--- src/tsc_pkg.sv ---
// Package for the capacitive touch scanner: field widths, reset values and states
// Functional notes
// RQ1 - Charge and discharge sources make triangular swing
// RQ2 - Delta voltage sets swing for both oscillators
// RQ3 - Period measured in reference oscillator cycles
// RQ4 - Reference oscillator matches electrode, internal capacitor
// RQ5 - Touch slows electrode, count rises
// RQ6 - Sixteen channels, only selected one scanned
// RQ7 - Channel never advances by itself
// RQ8 - Result counter is sixteen bits
// RQ9 - Scans accumulated, up to 4096 per measurement
// RQ10 - Total scans equal scan number times prescaler
// RQ11 - Result compared against upper and lower thresholds
// RQ12 - Trigger mode bit picks software or hardware
// RQ13 - Software trigger scans exactly once
// RQ14 - Hardware trigger rescans at timer period
// RQ15 - Stop mode enable keeps scanning in low power
// RQ16 - Low power detection raises system wake-up
// RQ17 - Enable and select pick end-of-scan or range interrupt
// RQ18 - Separate charge currents for electrode and reference
// RQ19 - Data register holds channel and DMA enable
// RQ20 - Software enables module last
// RQ21 - Software reconfigures only when not scanning
// RQ22 - Software clears flags before enabling interrupts
// RQ23 - Busy flag spans scan, then end-of-scan flag
// RQ24 - Out-of-range flag when result outside thresholds
// RQ25 - Flags clear on write one
// RQ26 - Interrupt raised after result output
package tsc_pkg;
    localparam int TSC_CNT_W      = 16;
    localparam int TSC_CH_W       = 4;
    localparam int TSC_SCAN_NUMBER_W     = 5;
    localparam int TSC_PS_W       = 3;
    localparam int TSC_CHRG_W     = 3;
    localparam int TSC_DELTA_VOLTAGE_FIELD_W    = 2;
    localparam int TSC_SCANS_W    = 13;
    localparam logic [TSC_CNT_W-1:0]   TSC_CNT_RST   = 16'h0000;
    localparam logic [TSC_SCANS_W-1:0] TSC_SCANS_MAX = 13'h1000;
    localparam logic [TSC_SCANS_W-1:0] TSC_SCANS_RST = 13'h0000;

    typedef enum logic [2:0] {
        TSC_IDLE = 3'b001,
        TSC_SCAN = 3'b010,
        TSC_DONE = 3'b100
    } tsc_state_t;
endpackage : tsc_pkg

--- src/tsc_sync.sv ---
// Two-stage synchroniser bank for pin-side inputs
module tsc_sync #(
    parameter int W = 1
) (
    // Clock and reset
    input  wire logic         i_clk,
    input  wire logic         i_nrst,
    // Data
    input  wire logic [W-1:0] i_d,
    output logic      [W-1:0] o_q
);
    logic [W-1:0] s1_r;
    logic [W-1:0] s2_r;
    logic [W-1:0] s1_nxt;
    logic [W-1:0] s2_nxt;

    always_comb begin
        s1_nxt = i_d;
        s2_nxt = s1_r;
    end

    always_ff @(posedge i_clk) begin
        if (!i_nrst) begin
            s1_r <= '0;
            s2_r <= '0;
        end else begin
            s1_r <= s1_nxt;
            s2_r <= s2_nxt;
        end
    end

    assign o_q = s2_r;
endmodule : tsc_sync

--- src/tsc_top.sv ---
// Capacitive touch scanner: scan sequencing, period counting, threshold and flag logic
module tsc_top
    import tsc_pkg::*;
#(
    parameter int CNT_W = TSC_CNT_W,
    parameter int CH_W  = TSC_CH_W
) (
    // Clock and reset
    input  wire logic                   I_CLK_SYS,
    input  wire logic                   I_NRST,
    // Control
    input  wire logic                   I_MODULE_ENABLE,
    input  wire logic                   I_SCAN_TRIGGER_MODE,
    input  wire logic                   I_STOP_MODE_ENABLE,
    input  wire logic                   I_LOW_POWER,
    input  wire logic                   I_INTERRUPT_ENABLE,
    input  wire logic                   I_EVENT_SELECT,
    input  wire logic                   I_SW_TRIGGER,
    input  wire logic                   I_LOW_POWER_TIMER_TRIG,
    input  wire logic [TSC_SCAN_NUMBER_W-1:0]  I_SCAN_NUMBER,
    input  wire logic [TSC_PS_W-1:0]    I_PRESCALER,
    input  wire logic [TSC_CHRG_W-1:0]  I_ELECTRODE_CHARGE_CURRENT,
    input  wire logic [TSC_CHRG_W-1:0]  I_REFERENCE_CHARGE_CURRENT,
    input  wire logic [TSC_DELTA_VOLTAGE_FIELD_W-1:0] I_DELTA_VOLTAGE_FIELD,
    input  wire logic [CNT_W-1:0]       I_THRESHOLD_HIGH,
    input  wire logic [CNT_W-1:0]       I_THRESHOLD_LOW,
    // Data register fields
    input  wire logic [CH_W-1:0]        I_CHANNEL_SELECT,
    input  wire logic                   I_DMA_ENABLE,
    // Flag clears, write one to clear
    input  wire logic                   I_CLR_END_OF_SCAN,
    input  wire logic                   I_CLR_OUT_OF_RANGE,
    // Analog comparator outputs, asynchronous
    input  wire logic                   I_ELECTRODE_CMP,
    input  wire logic                   I_REFERENCE_CMP,
    // Analog front-end controls
    output logic [(1<<CH_W)-1:0]        O_ELECTRODE_SELECT,
    output logic                        O_ELECTRODE_CHARGE,
    output logic                        O_ELECTRODE_DISCHARGE,
    output logic                        O_REFERENCE_CHARGE,
    output logic                        O_REFERENCE_DISCHARGE,
    output logic [TSC_CHRG_W-1:0]       O_ELECTRODE_CURRENT,
    output logic [TSC_CHRG_W-1:0]       O_REFERENCE_CURRENT,
    output logic [TSC_DELTA_VOLTAGE_FIELD_W-1:0]      O_DELTA_VOLTAGE,
    // Status and results
    output logic [CNT_W-1:0]            O_RESULT,
    output logic                        O_SCAN_IN_PROGRESS,
    output logic                        O_END_OF_SCAN_FLAG,
    output logic                        O_OUT_OF_RANGE_FLAG,
    output logic                        O_IRQ,
    output logic                        O_DMA_REQ,
    output logic                        O_WAKEUP
);

    function automatic logic [TSC_SCANS_W-1:0] total_scans(input logic [TSC_SCAN_NUMBER_W-1:0] n,
                                                           input logic [TSC_PS_W-1:0] ps);
        logic [TSC_SCANS_W-1:0] t;
        t = TSC_SCANS_W'({8'h00, n} + 13'h0001) << ps;
        if (t > TSC_SCANS_MAX) begin
            t = TSC_SCANS_MAX;
        end
        return t;
    endfunction : total_scans

    // Period boundary: comparator high now, low one cycle before
    function automatic logic rise(input logic now_v, input logic was_v);
        return now_v && !was_v;
    endfunction : rise

    // Pad enable for one channel; every other pad stays disconnected
    function automatic logic [(1<<CH_W)-1:0] chan_onehot(input logic [CH_W-1:0] ch);
        logic [(1<<CH_W)-1:0] v;
        v     = '0;
        v[ch] = 1'b1;
        return v;
    endfunction : chan_onehot

    // Comparator outputs cross from the analog side
    logic [1:0] cmp_s;
    tsc_sync #(.W(2)) u_sync (
        .i_clk  (I_CLK_SYS),
        .i_nrst (I_NRST),
        .i_d    ({I_ELECTRODE_CMP, I_REFERENCE_CMP}),
        .o_q    (cmp_s)
    );
    logic el_cmp;
    logic rf_cmp;
    assign el_cmp = cmp_s[1];
    assign rf_cmp = cmp_s[0];

    tsc_state_t             state_r,    state_nxt;
    logic [CNT_W-1:0]       acc_r,      acc_nxt;
    logic [CNT_W-1:0]       result_r,   result_nxt;
    logic [TSC_SCANS_W-1:0] scans_r,    scans_nxt;
    logic [CH_W-1:0]        chan_r,     chan_nxt;
    logic                   el_up_r,    el_up_nxt;
    logic                   rf_up_r,    rf_up_nxt;
    logic                   el_prev_r,  el_prev_nxt;
    logic                   rf_prev_r,  rf_prev_nxt;
    logic                   eos_r,      eos_nxt;
    logic                   oor_r,      oor_nxt;
    logic                   dma_r,      dma_nxt;
    logic                   wake_r,     wake_nxt;
    logic                   el_period;
    logic                   rf_period;
    logic                   trig;
    logic                   lp_scan;
    logic                   done_evt;
    logic                   range_bad;
    logic                   scan_end;
    // Front-end drive registers
    logic [(1<<CH_W)-1:0]   sel_r,      sel_nxt;
    logic [3:0]             drive_r,    drive_nxt;
    logic [TSC_CHRG_W-1:0]  ecur_r,     ecur_nxt;
    logic [TSC_CHRG_W-1:0]  rcur_r,     rcur_nxt;
    logic [TSC_DELTA_VOLTAGE_FIELD_W-1:0] delta_voltage_field_r,    delta_voltage_field_nxt;

    // Electrode period ends on each rising comparator edge; same for reference
    assign el_period = rise(el_cmp, el_prev_r);
    assign rf_period = rise(rf_cmp, rf_prev_r);
    // Low power scanning runs only with stop mode enabled, under either trigger mode
    assign lp_scan   = I_LOW_POWER && I_STOP_MODE_ENABLE; // RQ15
    assign trig      = I_MODULE_ENABLE && (!I_LOW_POWER || lp_scan) &&
                       (I_SCAN_TRIGGER_MODE ? I_LOW_POWER_TIMER_TRIG : I_SW_TRIGGER); // RQ12 RQ14
    assign done_evt  = (state_r == TSC_DONE);
    // Scan finishes on this cycle's last electrode period
    assign scan_end  = (state_r == TSC_SCAN) && (state_nxt == TSC_DONE);
    assign range_bad = (result_nxt > I_THRESHOLD_HIGH) || (result_nxt < I_THRESHOLD_LOW); // RQ11

    // Comparator trips swap the current source direction: triangle wave
    always_comb begin
        el_up_nxt = 1'b0;
        rf_up_nxt = 1'b0;
        if (state_r == TSC_SCAN) begin
            el_up_nxt = el_cmp ? 1'b0 : (!el_up_r && !el_cmp ? 1'b1 : el_up_r); // RQ1
            rf_up_nxt = rf_cmp ? 1'b0 : (!rf_up_r && !rf_cmp ? 1'b1 : rf_up_r); // RQ4
        end
    end

    always_comb begin
        el_prev_nxt = el_cmp;
        rf_prev_nxt = rf_cmp;
    end

    // Scan sequencer: one measurement per accepted trigger
    always_comb begin
        state_nxt  = state_r;
        acc_nxt    = acc_r;
        result_nxt = result_r;
        scans_nxt  = scans_r;
        chan_nxt   = chan_r;
        case (state_r)
            TSC_IDLE: begin
                if (trig) begin
                    state_nxt = TSC_SCAN;
                    acc_nxt   = TSC_CNT_RST;
                    scans_nxt = total_scans(I_SCAN_NUMBER, I_PRESCALER); // RQ9 RQ10
                    chan_nxt  = I_CHANNEL_SELECT; // RQ6 RQ7
                end
            end
            TSC_SCAN: begin
                // Reference edges counted, not system clock cycles
                if (rf_period && acc_r != {CNT_W{1'b1}}) begin
                    acc_nxt = acc_r + 1'b1; // RQ3 RQ5 RQ8
                end
                if (el_period) begin
                    scans_nxt = scans_r - 1'b1;
                    if (scans_r == 13'h0001) begin
                        state_nxt  = TSC_DONE;
                        result_nxt = acc_nxt; // RQ23
                    end
                end
                if (!I_MODULE_ENABLE) begin
                    state_nxt = TSC_IDLE;
                end
            end
            TSC_DONE: begin
                // Single pass back to idle: one scan per software trigger
                state_nxt = TSC_IDLE; // RQ13
            end
            default: begin
                state_nxt = TSC_IDLE;
            end
        endcase
    end

    // Set wins over a write-one clear in the same cycle
    always_comb begin
        eos_nxt  = (eos_r && !I_CLR_END_OF_SCAN) || done_evt; // RQ23 RQ25
        oor_nxt  = (oor_r && !I_CLR_OUT_OF_RANGE) || (scan_end && range_bad); // RQ24 RQ25
        dma_nxt  = done_evt && I_DMA_ENABLE; // RQ19
        wake_nxt = lp_scan && scan_end && range_bad; // RQ16
    end

    // Sequencer registers
    always_ff @(posedge I_CLK_SYS) begin
        if (!I_NRST) begin
            state_r  <= TSC_IDLE;
            acc_r    <= TSC_CNT_RST;
            result_r <= TSC_CNT_RST;
            scans_r  <= TSC_SCANS_RST;
            chan_r   <= '0;
        end else begin
            state_r  <= state_nxt;
            acc_r    <= acc_nxt;
            result_r <= result_nxt;
            scans_r  <= scans_nxt;
            chan_r   <= chan_nxt;
        end
    end

    // Current source direction
    always_ff @(posedge I_CLK_SYS) begin
        if (!I_NRST) begin
            el_up_r <= 1'b0;
            rf_up_r <= 1'b0;
        end else begin
            el_up_r <= el_up_nxt;
            rf_up_r <= rf_up_nxt;
        end
    end

    // Edge history resets to the comparators' idle low, so no false period follows reset
    always_ff @(posedge I_CLK_SYS) begin
        if (!I_NRST) begin
            el_prev_r <= 1'b0;
            rf_prev_r <= 1'b0;
        end else begin
            el_prev_r <= el_prev_nxt;
            rf_prev_r <= rf_prev_nxt;
        end
    end

    // Sticky flags and one-cycle pulses
    always_ff @(posedge I_CLK_SYS) begin
        if (!I_NRST) begin
            eos_r  <= 1'b0;
            oor_r  <= 1'b0;
            dma_r  <= 1'b0;
            wake_r <= 1'b0;
        end else begin
            eos_r  <= eos_nxt;
            oor_r  <= oor_nxt;
            dma_r  <= dma_nxt;
            wake_r <= wake_nxt;
        end
    end

    // Only the latched channel's pad is connected while scanning
    // Fed from next-state values, so pad controls move on the same edge as busy
    always_comb begin
        sel_nxt   = '0;
        drive_nxt = 4'h0;
        if (state_nxt == TSC_SCAN) begin
            sel_nxt   = chan_onehot(chan_nxt); // RQ6
            drive_nxt = {el_up_nxt, !el_up_nxt, rf_up_nxt, !rf_up_nxt}; // RQ1 RQ4
        end
        // Trim settings registered too, so the analog side never sees a glitch
        ecur_nxt  = I_ELECTRODE_CHARGE_CURRENT; // RQ18
        rcur_nxt  = I_REFERENCE_CHARGE_CURRENT; // RQ18
        delta_voltage_field_nxt = I_DELTA_VOLTAGE_FIELD; // RQ2
    end

    always_ff @(posedge I_CLK_SYS) begin
        if (!I_NRST) begin
            sel_r   <= '0;
            drive_r <= 4'h0;
            ecur_r  <= '0;
            rcur_r  <= '0;
            delta_voltage_field_r <= '0;
        end else begin
            sel_r   <= sel_nxt;
            drive_r <= drive_nxt;
            ecur_r  <= ecur_nxt;
            rcur_r  <= rcur_nxt;
            delta_voltage_field_r <= delta_voltage_field_nxt;
        end
    end

    assign O_ELECTRODE_SELECT    = sel_r; // RQ6
    assign O_ELECTRODE_CHARGE    = drive_r[3]; // RQ1
    assign O_ELECTRODE_DISCHARGE = drive_r[2]; // RQ1
    assign O_REFERENCE_CHARGE    = drive_r[1]; // RQ4
    assign O_REFERENCE_DISCHARGE = drive_r[0]; // RQ4
    assign O_ELECTRODE_CURRENT   = ecur_r; // RQ18
    assign O_REFERENCE_CURRENT   = rcur_r; // RQ18
    assign O_DELTA_VOLTAGE       = delta_voltage_field_r; // RQ2
    assign O_RESULT              = result_r;
    assign O_SCAN_IN_PROGRESS    = (state_r == TSC_SCAN); // RQ23
    assign O_END_OF_SCAN_FLAG    = eos_r;
    assign O_OUT_OF_RANGE_FLAG   = oor_r;
    // Level interrupt follows the chosen sticky flag
    assign O_IRQ = I_INTERRUPT_ENABLE && (I_EVENT_SELECT ? eos_r : oor_r); // RQ17 RQ26
    assign O_DMA_REQ = dma_r;
    assign O_WAKEUP  = wake_r;
endmodule : tsc_top

--- config.mk ---
export PLATFORM = sky130hd
export DESIGN_NAME = tsc_top
export DESIGN_NICKNAME = d
export VERILOG_FILES = /design/src/tsc_pkg.sv /design/src/tsc_sync.sv /design/src/tsc_top.sv
export SDC_FILE = /design/constraint.sdc
export NUM_CORES = 1
export LEC_CHECK = 0
export BUFFER_PORTS_ARGS = -buffer_cell sky130_fd_sc_hd__buf_2
export CAP_MARGIN = 40
export CELL_PAD_IN_SITES_DETAIL_PLACEMENT = 1
export CELL_PAD_IN_SITES_GLOBAL_PLACEMENT = 2
export CORE_MARGIN = 3
export CORE_UTILIZATION = 32
export CTS_CLUSTER_DIAMETER = 150
export DETAILED_ROUTE_END_ITERATION = 16
export PLACE_DENSITY_LB_ADDON = 0.2
export SETUP_SLACK_MARGIN = 0.05
export SLEW_MARGIN = 15
export SYNTH_ARGS = -nofsm -noshare
export SYNTH_HDL_FRONTEND = slang
export SYNTH_SLANG_ARGS = --single-unit
--- constraint.sdc ---
create_clock -name I_CLK_SYS -period 4.95 [get_ports I_CLK_SYS]
set_input_delay 0.2475 -clock I_CLK_SYS [delete_from_list [all_inputs] [get_ports I_CLK_SYS]]
set_output_delay 0.2475 -clock I_CLK_SYS [all_outputs]
set_load 0.02 [all_outputs]
* After elaboration in Yosys (flattened, before gate mapping)
Cells that the tools add are included.
** Word-level totals
- Bits in registers :: 92
- Output and inout bits :: 50
- Logic and storage cells :: 101
** Operators by class
- Add/subtract/negate cells :: 3
- Order comparisons :: 5
- Equality and inequality tests :: 9
- Shift-type cells :: 1
- Mux-type cells :: 27
- Reductions and logical operators :: 36
** Operators with widths (number)
- 16-bit two-way mux :: 5
- 13-bit two-way mux :: 3
- 16-bit one-hot mux with 2 select lines :: 1
- 13-bit one-hot mux with 2 select lines :: 1
- 1-bit logical AND :: 17
- 16-bit by 1-bit adder with 16-bit output (second input constant) :: 1
- 16-bit greater-than comparator :: 1
- 16-bit < comparator :: 1
- 16-bit inequality test (second input constant) :: 1
- 13-bit by 1-bit equality test with 1-bit output (second input constant) :: 1
- 13-bit greater-than comparator (second input constant) :: 1
- 6-bit by 3-bit << shifter with 13-bit output :: 1
- 13-bit by 1-bit subtractor with 13-bit output (second input constant) :: 1
- 3-bit two-way mux :: 4
- 1-bit zero test :: 11
- 1-bit two-way mux :: 9
- 4-bit two-way mux :: 2
- 5-bit by 1-bit adder with 6-bit output (second input constant) :: 1
- 3-bit by 2-bit equality test with 1-bit output (second input constant) :: 2
- 3-bit equality test (second input constant) :: 2
- 3-bit one-hot mux with 2 select lines :: 1
- 4-bit by 5-bit < comparator with 1-bit output (second input constant) :: 1
- 1-bit demux with 4-bit select :: 1
- 4-bit by 1-bit >= comparator with 1-bit output (second input constant) :: 1
- 7 further kinds :: 11

* Logic depth before layout (Yosys ltp)
- Depth after elaboration :: 11
- Depth in mapped cells :: 16
- Depth with buffers taken out :: 14

* Hierarchy
Synthesis repeated with hierarchy kept, for this count alone.
** Second synthesis, totals
- Cells, all modules :: 639
- Area, all modules :: 5122.4 µm²
** Modules (own cells, without submodules)
- tsc_top :: instances 1, cells an instance 631, area each 5017.3 µm²
- tsc_sync :: instances 1, cells an instance 8, area each 105.1 µm²

* Worst setup path after synthesis
OpenSTA, ideal clock, no wires.
- Kind :: register to register
- From :: register scans_r[1]
- To :: register oor_r (netlist: O_OUT_OF_RANGE_FLAG)
- Arrival :: 3.445 ns
- Required time :: 4.816 ns
- Setup slack :: 1.371 ns
- Cell stages (with the launch flop) :: 17
- Buffers on the path :: 2
- Clock period less this slack :: 3.579 ns
- Cell sequence :: dfxtp_1 -> inv_1 -> ha_1 -> or4b_1 -> or4_4 -> nor2_4 -> buf_4 -> buf_6 -> nor2_1 -> a21oi_1 -> ha_1 -> and2_0 -> a221o_1 -> a221oi_1 -> o31ai_1 -> a21oi_1 -> a311oi_2
** RTL lines
- start: declaration :: line tsc_top.sv:94 : logic [TSC_SCANS_W-1:0] scans_r, scans_nxt;
- start signal: assignment :: line tsc_top.sv:207 : scans_r <= scans_nxt;
- 13-bit by 1-bit equality test with 1-bit output * :: line tsc_top.sv:168 : if (scans_r == 13'h0001) begin
- 16-bit two-way mux * :: line tsc_top.sv:168
- 16-bit two-way mux * :: line tsc_top.sv:166 : if (el_period) begin
- 16-bit two-way mux * :: line tsc_top.sv:152 : case (state_r)
- named net result_nxt[11] :: line tsc_top.sv:93 : logic [CNT_W-1:0] result_r, result_nxt;
- 16-bit greater-than comparator / 16-bit < comparator (equally long branches) :: line tsc_top.sv:128 : assign range_bad = (result_nxt > I_THRESHOLD_HIGH) || (result_nxt < I_THRESHOLD_LOW);
- 1-bit logical OR * :: line tsc_top.sv:128
- 1-bit logical AND * :: line tsc_top.sv:190 : oor_nxt = (oor_r && !I_CLR_OUT_OF_RANGE) || (scan_end && range_bad);
- 1-bit logical OR * :: line tsc_top.sv:190
- end signal: assignment :: line tsc_top.sv:243 : oor_r <= oor_nxt;
- end: declaration :: line tsc_top.sv:101 : logic oor_r, oor_nxt;
Mark *: on every way through the listed nets, which the timed path passes. The rest lies on a longest branch.
A chain may end at the register's enable or synchronous reset.

* Worst setup path after layout
Ends and elaborated chain as after synthesis.

==> key figures <==
Global routing
  • Initial antenna violation count: 1
  • Total GRT Usage: 0.174
  • Vias in the first global route: between 4000 and 5000
  • Largest net degree at the start of global routing: between 40 and 50
  • Total grt overflow: 0
  • First-pass GRT wire length: ~25 mm

Synth
  • Synth warn: 0
  • Yosys top cell by area: dfxtp_1
  • Post-Syn Nets: 736
  • Post-synth EDFFs: 0
  • Avg Cell Area, Syn: ~8.2 um2
  • Asr flop ratio synth: 0
  • Post-synth cell types: slightly above 70
  • Synthesized flop and latch total: 90
  • Main flop type after synthesis: dfxtp_1
  • Synth Cell Area: 5190 um2
  • Synth top area cells: dfxtp_1 35%, ha_1 8.4%, a21oi_1 4.9%, nor2_1 4.6%, o21ai_0 3.8%
  • Share of the synthesized area in the top cell type: 0.347
  • Sequential area share after synthesis: 0.347
  • Gate Count Post-Synth: approximately 630

Drt
  • DRT iter0 DRCs: ~160
  • Drt wl/cell: roughly 16 um
  • Vias: between 4000 and 5000
  • DR pass1 iterations: 4
  • Total length of routed wires: roughly 15 mm
  • DRC viols: 0
  • Final ANT Viol Nets: 0
  • Vias per std cell: about 5.2

STA
  • RSZ-0062 raised after global routing: no
  • # setup viols final: 0
  • Relative slew slack: 0.457
  • Final Max Tran Viols: 0
  • Worst-Margin Slew: roughly 810 ps
  • Final hold viol count: 0
  • Clock Skew: a little over 8 ps
  • Fmax: 244 MHz
  • Fin crit share: 0.828
  • TNS Setup: 0 ps
  • Hold_ws: a little under 100 ps
  • Post-route minimum period: between 4000 and 5000 ps

Critical path
  • CP Class: flop to flop
  • Crit. End Element: flop
  • Critical path peak fanout: 24
  • Startpoint types: flop
  • Critical Path RT: ~5200 ps
  • CP arrival: about 4400 ps

Finish
  • Fin cells: between 900 and 1000
  • Core Util, Final: 0.400
  • Diode count: 0
  • Final Net Count: around 830
  • Area growth syn-to-layout: 19.8%
  • Share of post-route cells with drive strength above 1: 0.214

Clock tree
  • Postcts setup bufs: 0
  • H-Tree Depth: 3
  • TritonCTS clock tree: yes
  • Clock slew at reported path FFs: about 70 ps
  • CTS buffer count: 9
  • Cts hold-fix bufs: 0
  • CTS Buffer Depth: 2
  • Root Buffer: clkbuf_16
  • Clk_lat worst skew: around 350 ps
  • TritonCTS sink count: 90
  • PostCTS Resize Cnt: 0

Job
  • Max-Cap Viols: 0

Floorplan
  • Rows: 45
  • Die Ht: roughly 130 um
  • Die area: roughly 18000 um2
  • Starting Density: 0.334
  • Core ar.: around 16000 um2
  • Die width: around 130 um
  • Top-Level Pins: ~120

Pwr
  • Final Total Pwr: approximately 1.6 mW
  • Maximum vdd drop: approximately 0.16 mV
  • Lkg Pwr: ~2.8 nW
  • Pwr Density: around 260 nW/um2

Place
  • Placed Cells: 930
  • IO buf count: about 120
  • Routability cong.: between 0.8 and 0.9
  • Hpwl dp: approximately 12 mm

Hold path
  • Worst hold path type: primary input to flop

Status
  • Status: complete, no violations
[state kept, by name, indices dropped and copies added, names as in the netlist, 3 cells and up]
signal,cells
state_r,3
chan_r,4
O_REFERENCE_CURRENT,3
O_ELECTRODE_CURRENT,3
drive_r,4
O_RESULT,16
O_ELECTRODE_SELECT,16
scans_r,13
acc_r,16
[worst max-delay path: stages (launching register included)]
cell and delay (ps):
dfxtp_1 340, inv_1 90, ha_1 130, or4b_1 460, or4_4 520, nor2_4 350
buf_4 380, nor2_1 80, a21oi_1 260, ha_1 310, a21o_1 170, a21o_1 180
a221oi_1 290, o211ai_2 170, a311oi_2 280
[cell usage after synthesis (4+ instances only)]
library cell / count
dfxtp_1: 90
nor2_1: 64
a21oi_1: 51
inv_1: 41
o21ai_0: 39
ha_1: 35
clkbuf_1: 31
nand2_1: 31
and2_1: 23
nor3_1: 18
nand3_1: 17
a31oi_1: 13
nor3b_1: 13
mux2i_1: 11
nand4_1: 10
or3_1: 10
xnor2_1: 10
and3_1: 8
xor2_1: 8
nand2b_1: 7
nor4_1: 7
o21a_1: 7
a211oi_2: 6
a221oi_1: 6
nor2b_1: 6
a21o_1: 5
a22oi_1: 4
a311oi_1: 4
and4_1: 4
[final timing paths]
kind                                                    start                                 to  slack (ps)  depth (start not counted)
worst max-delay path                  scans_r[1]$_SDFFE_PN0P_     O_OUT_OF_RANGE_FLAG$_SDFF_PN0_         850                         14
worst min register to register      u_sync.s1_r[1]$_SDFF_PN0_           u_sync.o_q[1]$_SDFF_PN0_         440                          1
worst min-delay path            I_REFERENCE_CHARGE_CURRENT[2]  O_REFERENCE_CURRENT[2]$_SDFF_PN0_         100                          2
worst max register to register        scans_r[1]$_SDFFE_PN0P_     O_OUT_OF_RANGE_FLAG$_SDFF_PN0_         850                         14
[cell families after synthesis]
group / share of synthesized area
AND/OR/NAND/NOR: 0.242
AO/OA/AOI/OAI: 0.213
flip-flops: 0.347
buffers and inverters: 0.0600
adder cells (fa/ha/maj): 0.0843
XOR/XNOR: 0.0303
multiplexers: 0.0234
[layer usage]
| layer | GRT usage | share of wire |
|---|---|---|
| met1 | 0.237 | 0.49 |
| met2 | 0.279 | 0.45 |
| met3 | 0.0359 | 0.042 |
| met4 | 0.0520 | 0.016 |
| met5 | 0 | 0 |
[power by group]
part / internal, mW / switching (mW)
clock network: 0.359 / 0.303
registers: 0.740 / 0.0114
logic: 0.0772 / 0.122
total: 1.18 / 0.437
[area by class of cell]
cell class,count,area (um2)
fill,1940,9320
multi-input combinational,465,3090
sequential,90,1800
timing repair buffer,121,622
tap,211,264
clock buffer,10,239
inverter,43,161
clock inverter,6,47.5
[placed cells by master (no fill, tap or decap), types with 18 or more instances in the layout]
cell type,instances
a21oi_1,51
and2_1,23
buf_2,116
dfxtp_1,90
ha_1,35
inv_1,41
nand2_1,31
nor2_1,64
nor3_1,18
o21ai_0,39
[metrics by stage]
step                setup WS (ps)  instance area (um2)
global placement             1030                 5930
floorplan                    1370                 5190
finish                        850                 6220
global route                  586                 6220
detailed placement            877                 5940
CTS                           855                 6220
Note: power is estimated with default switching activity, not from simulation.
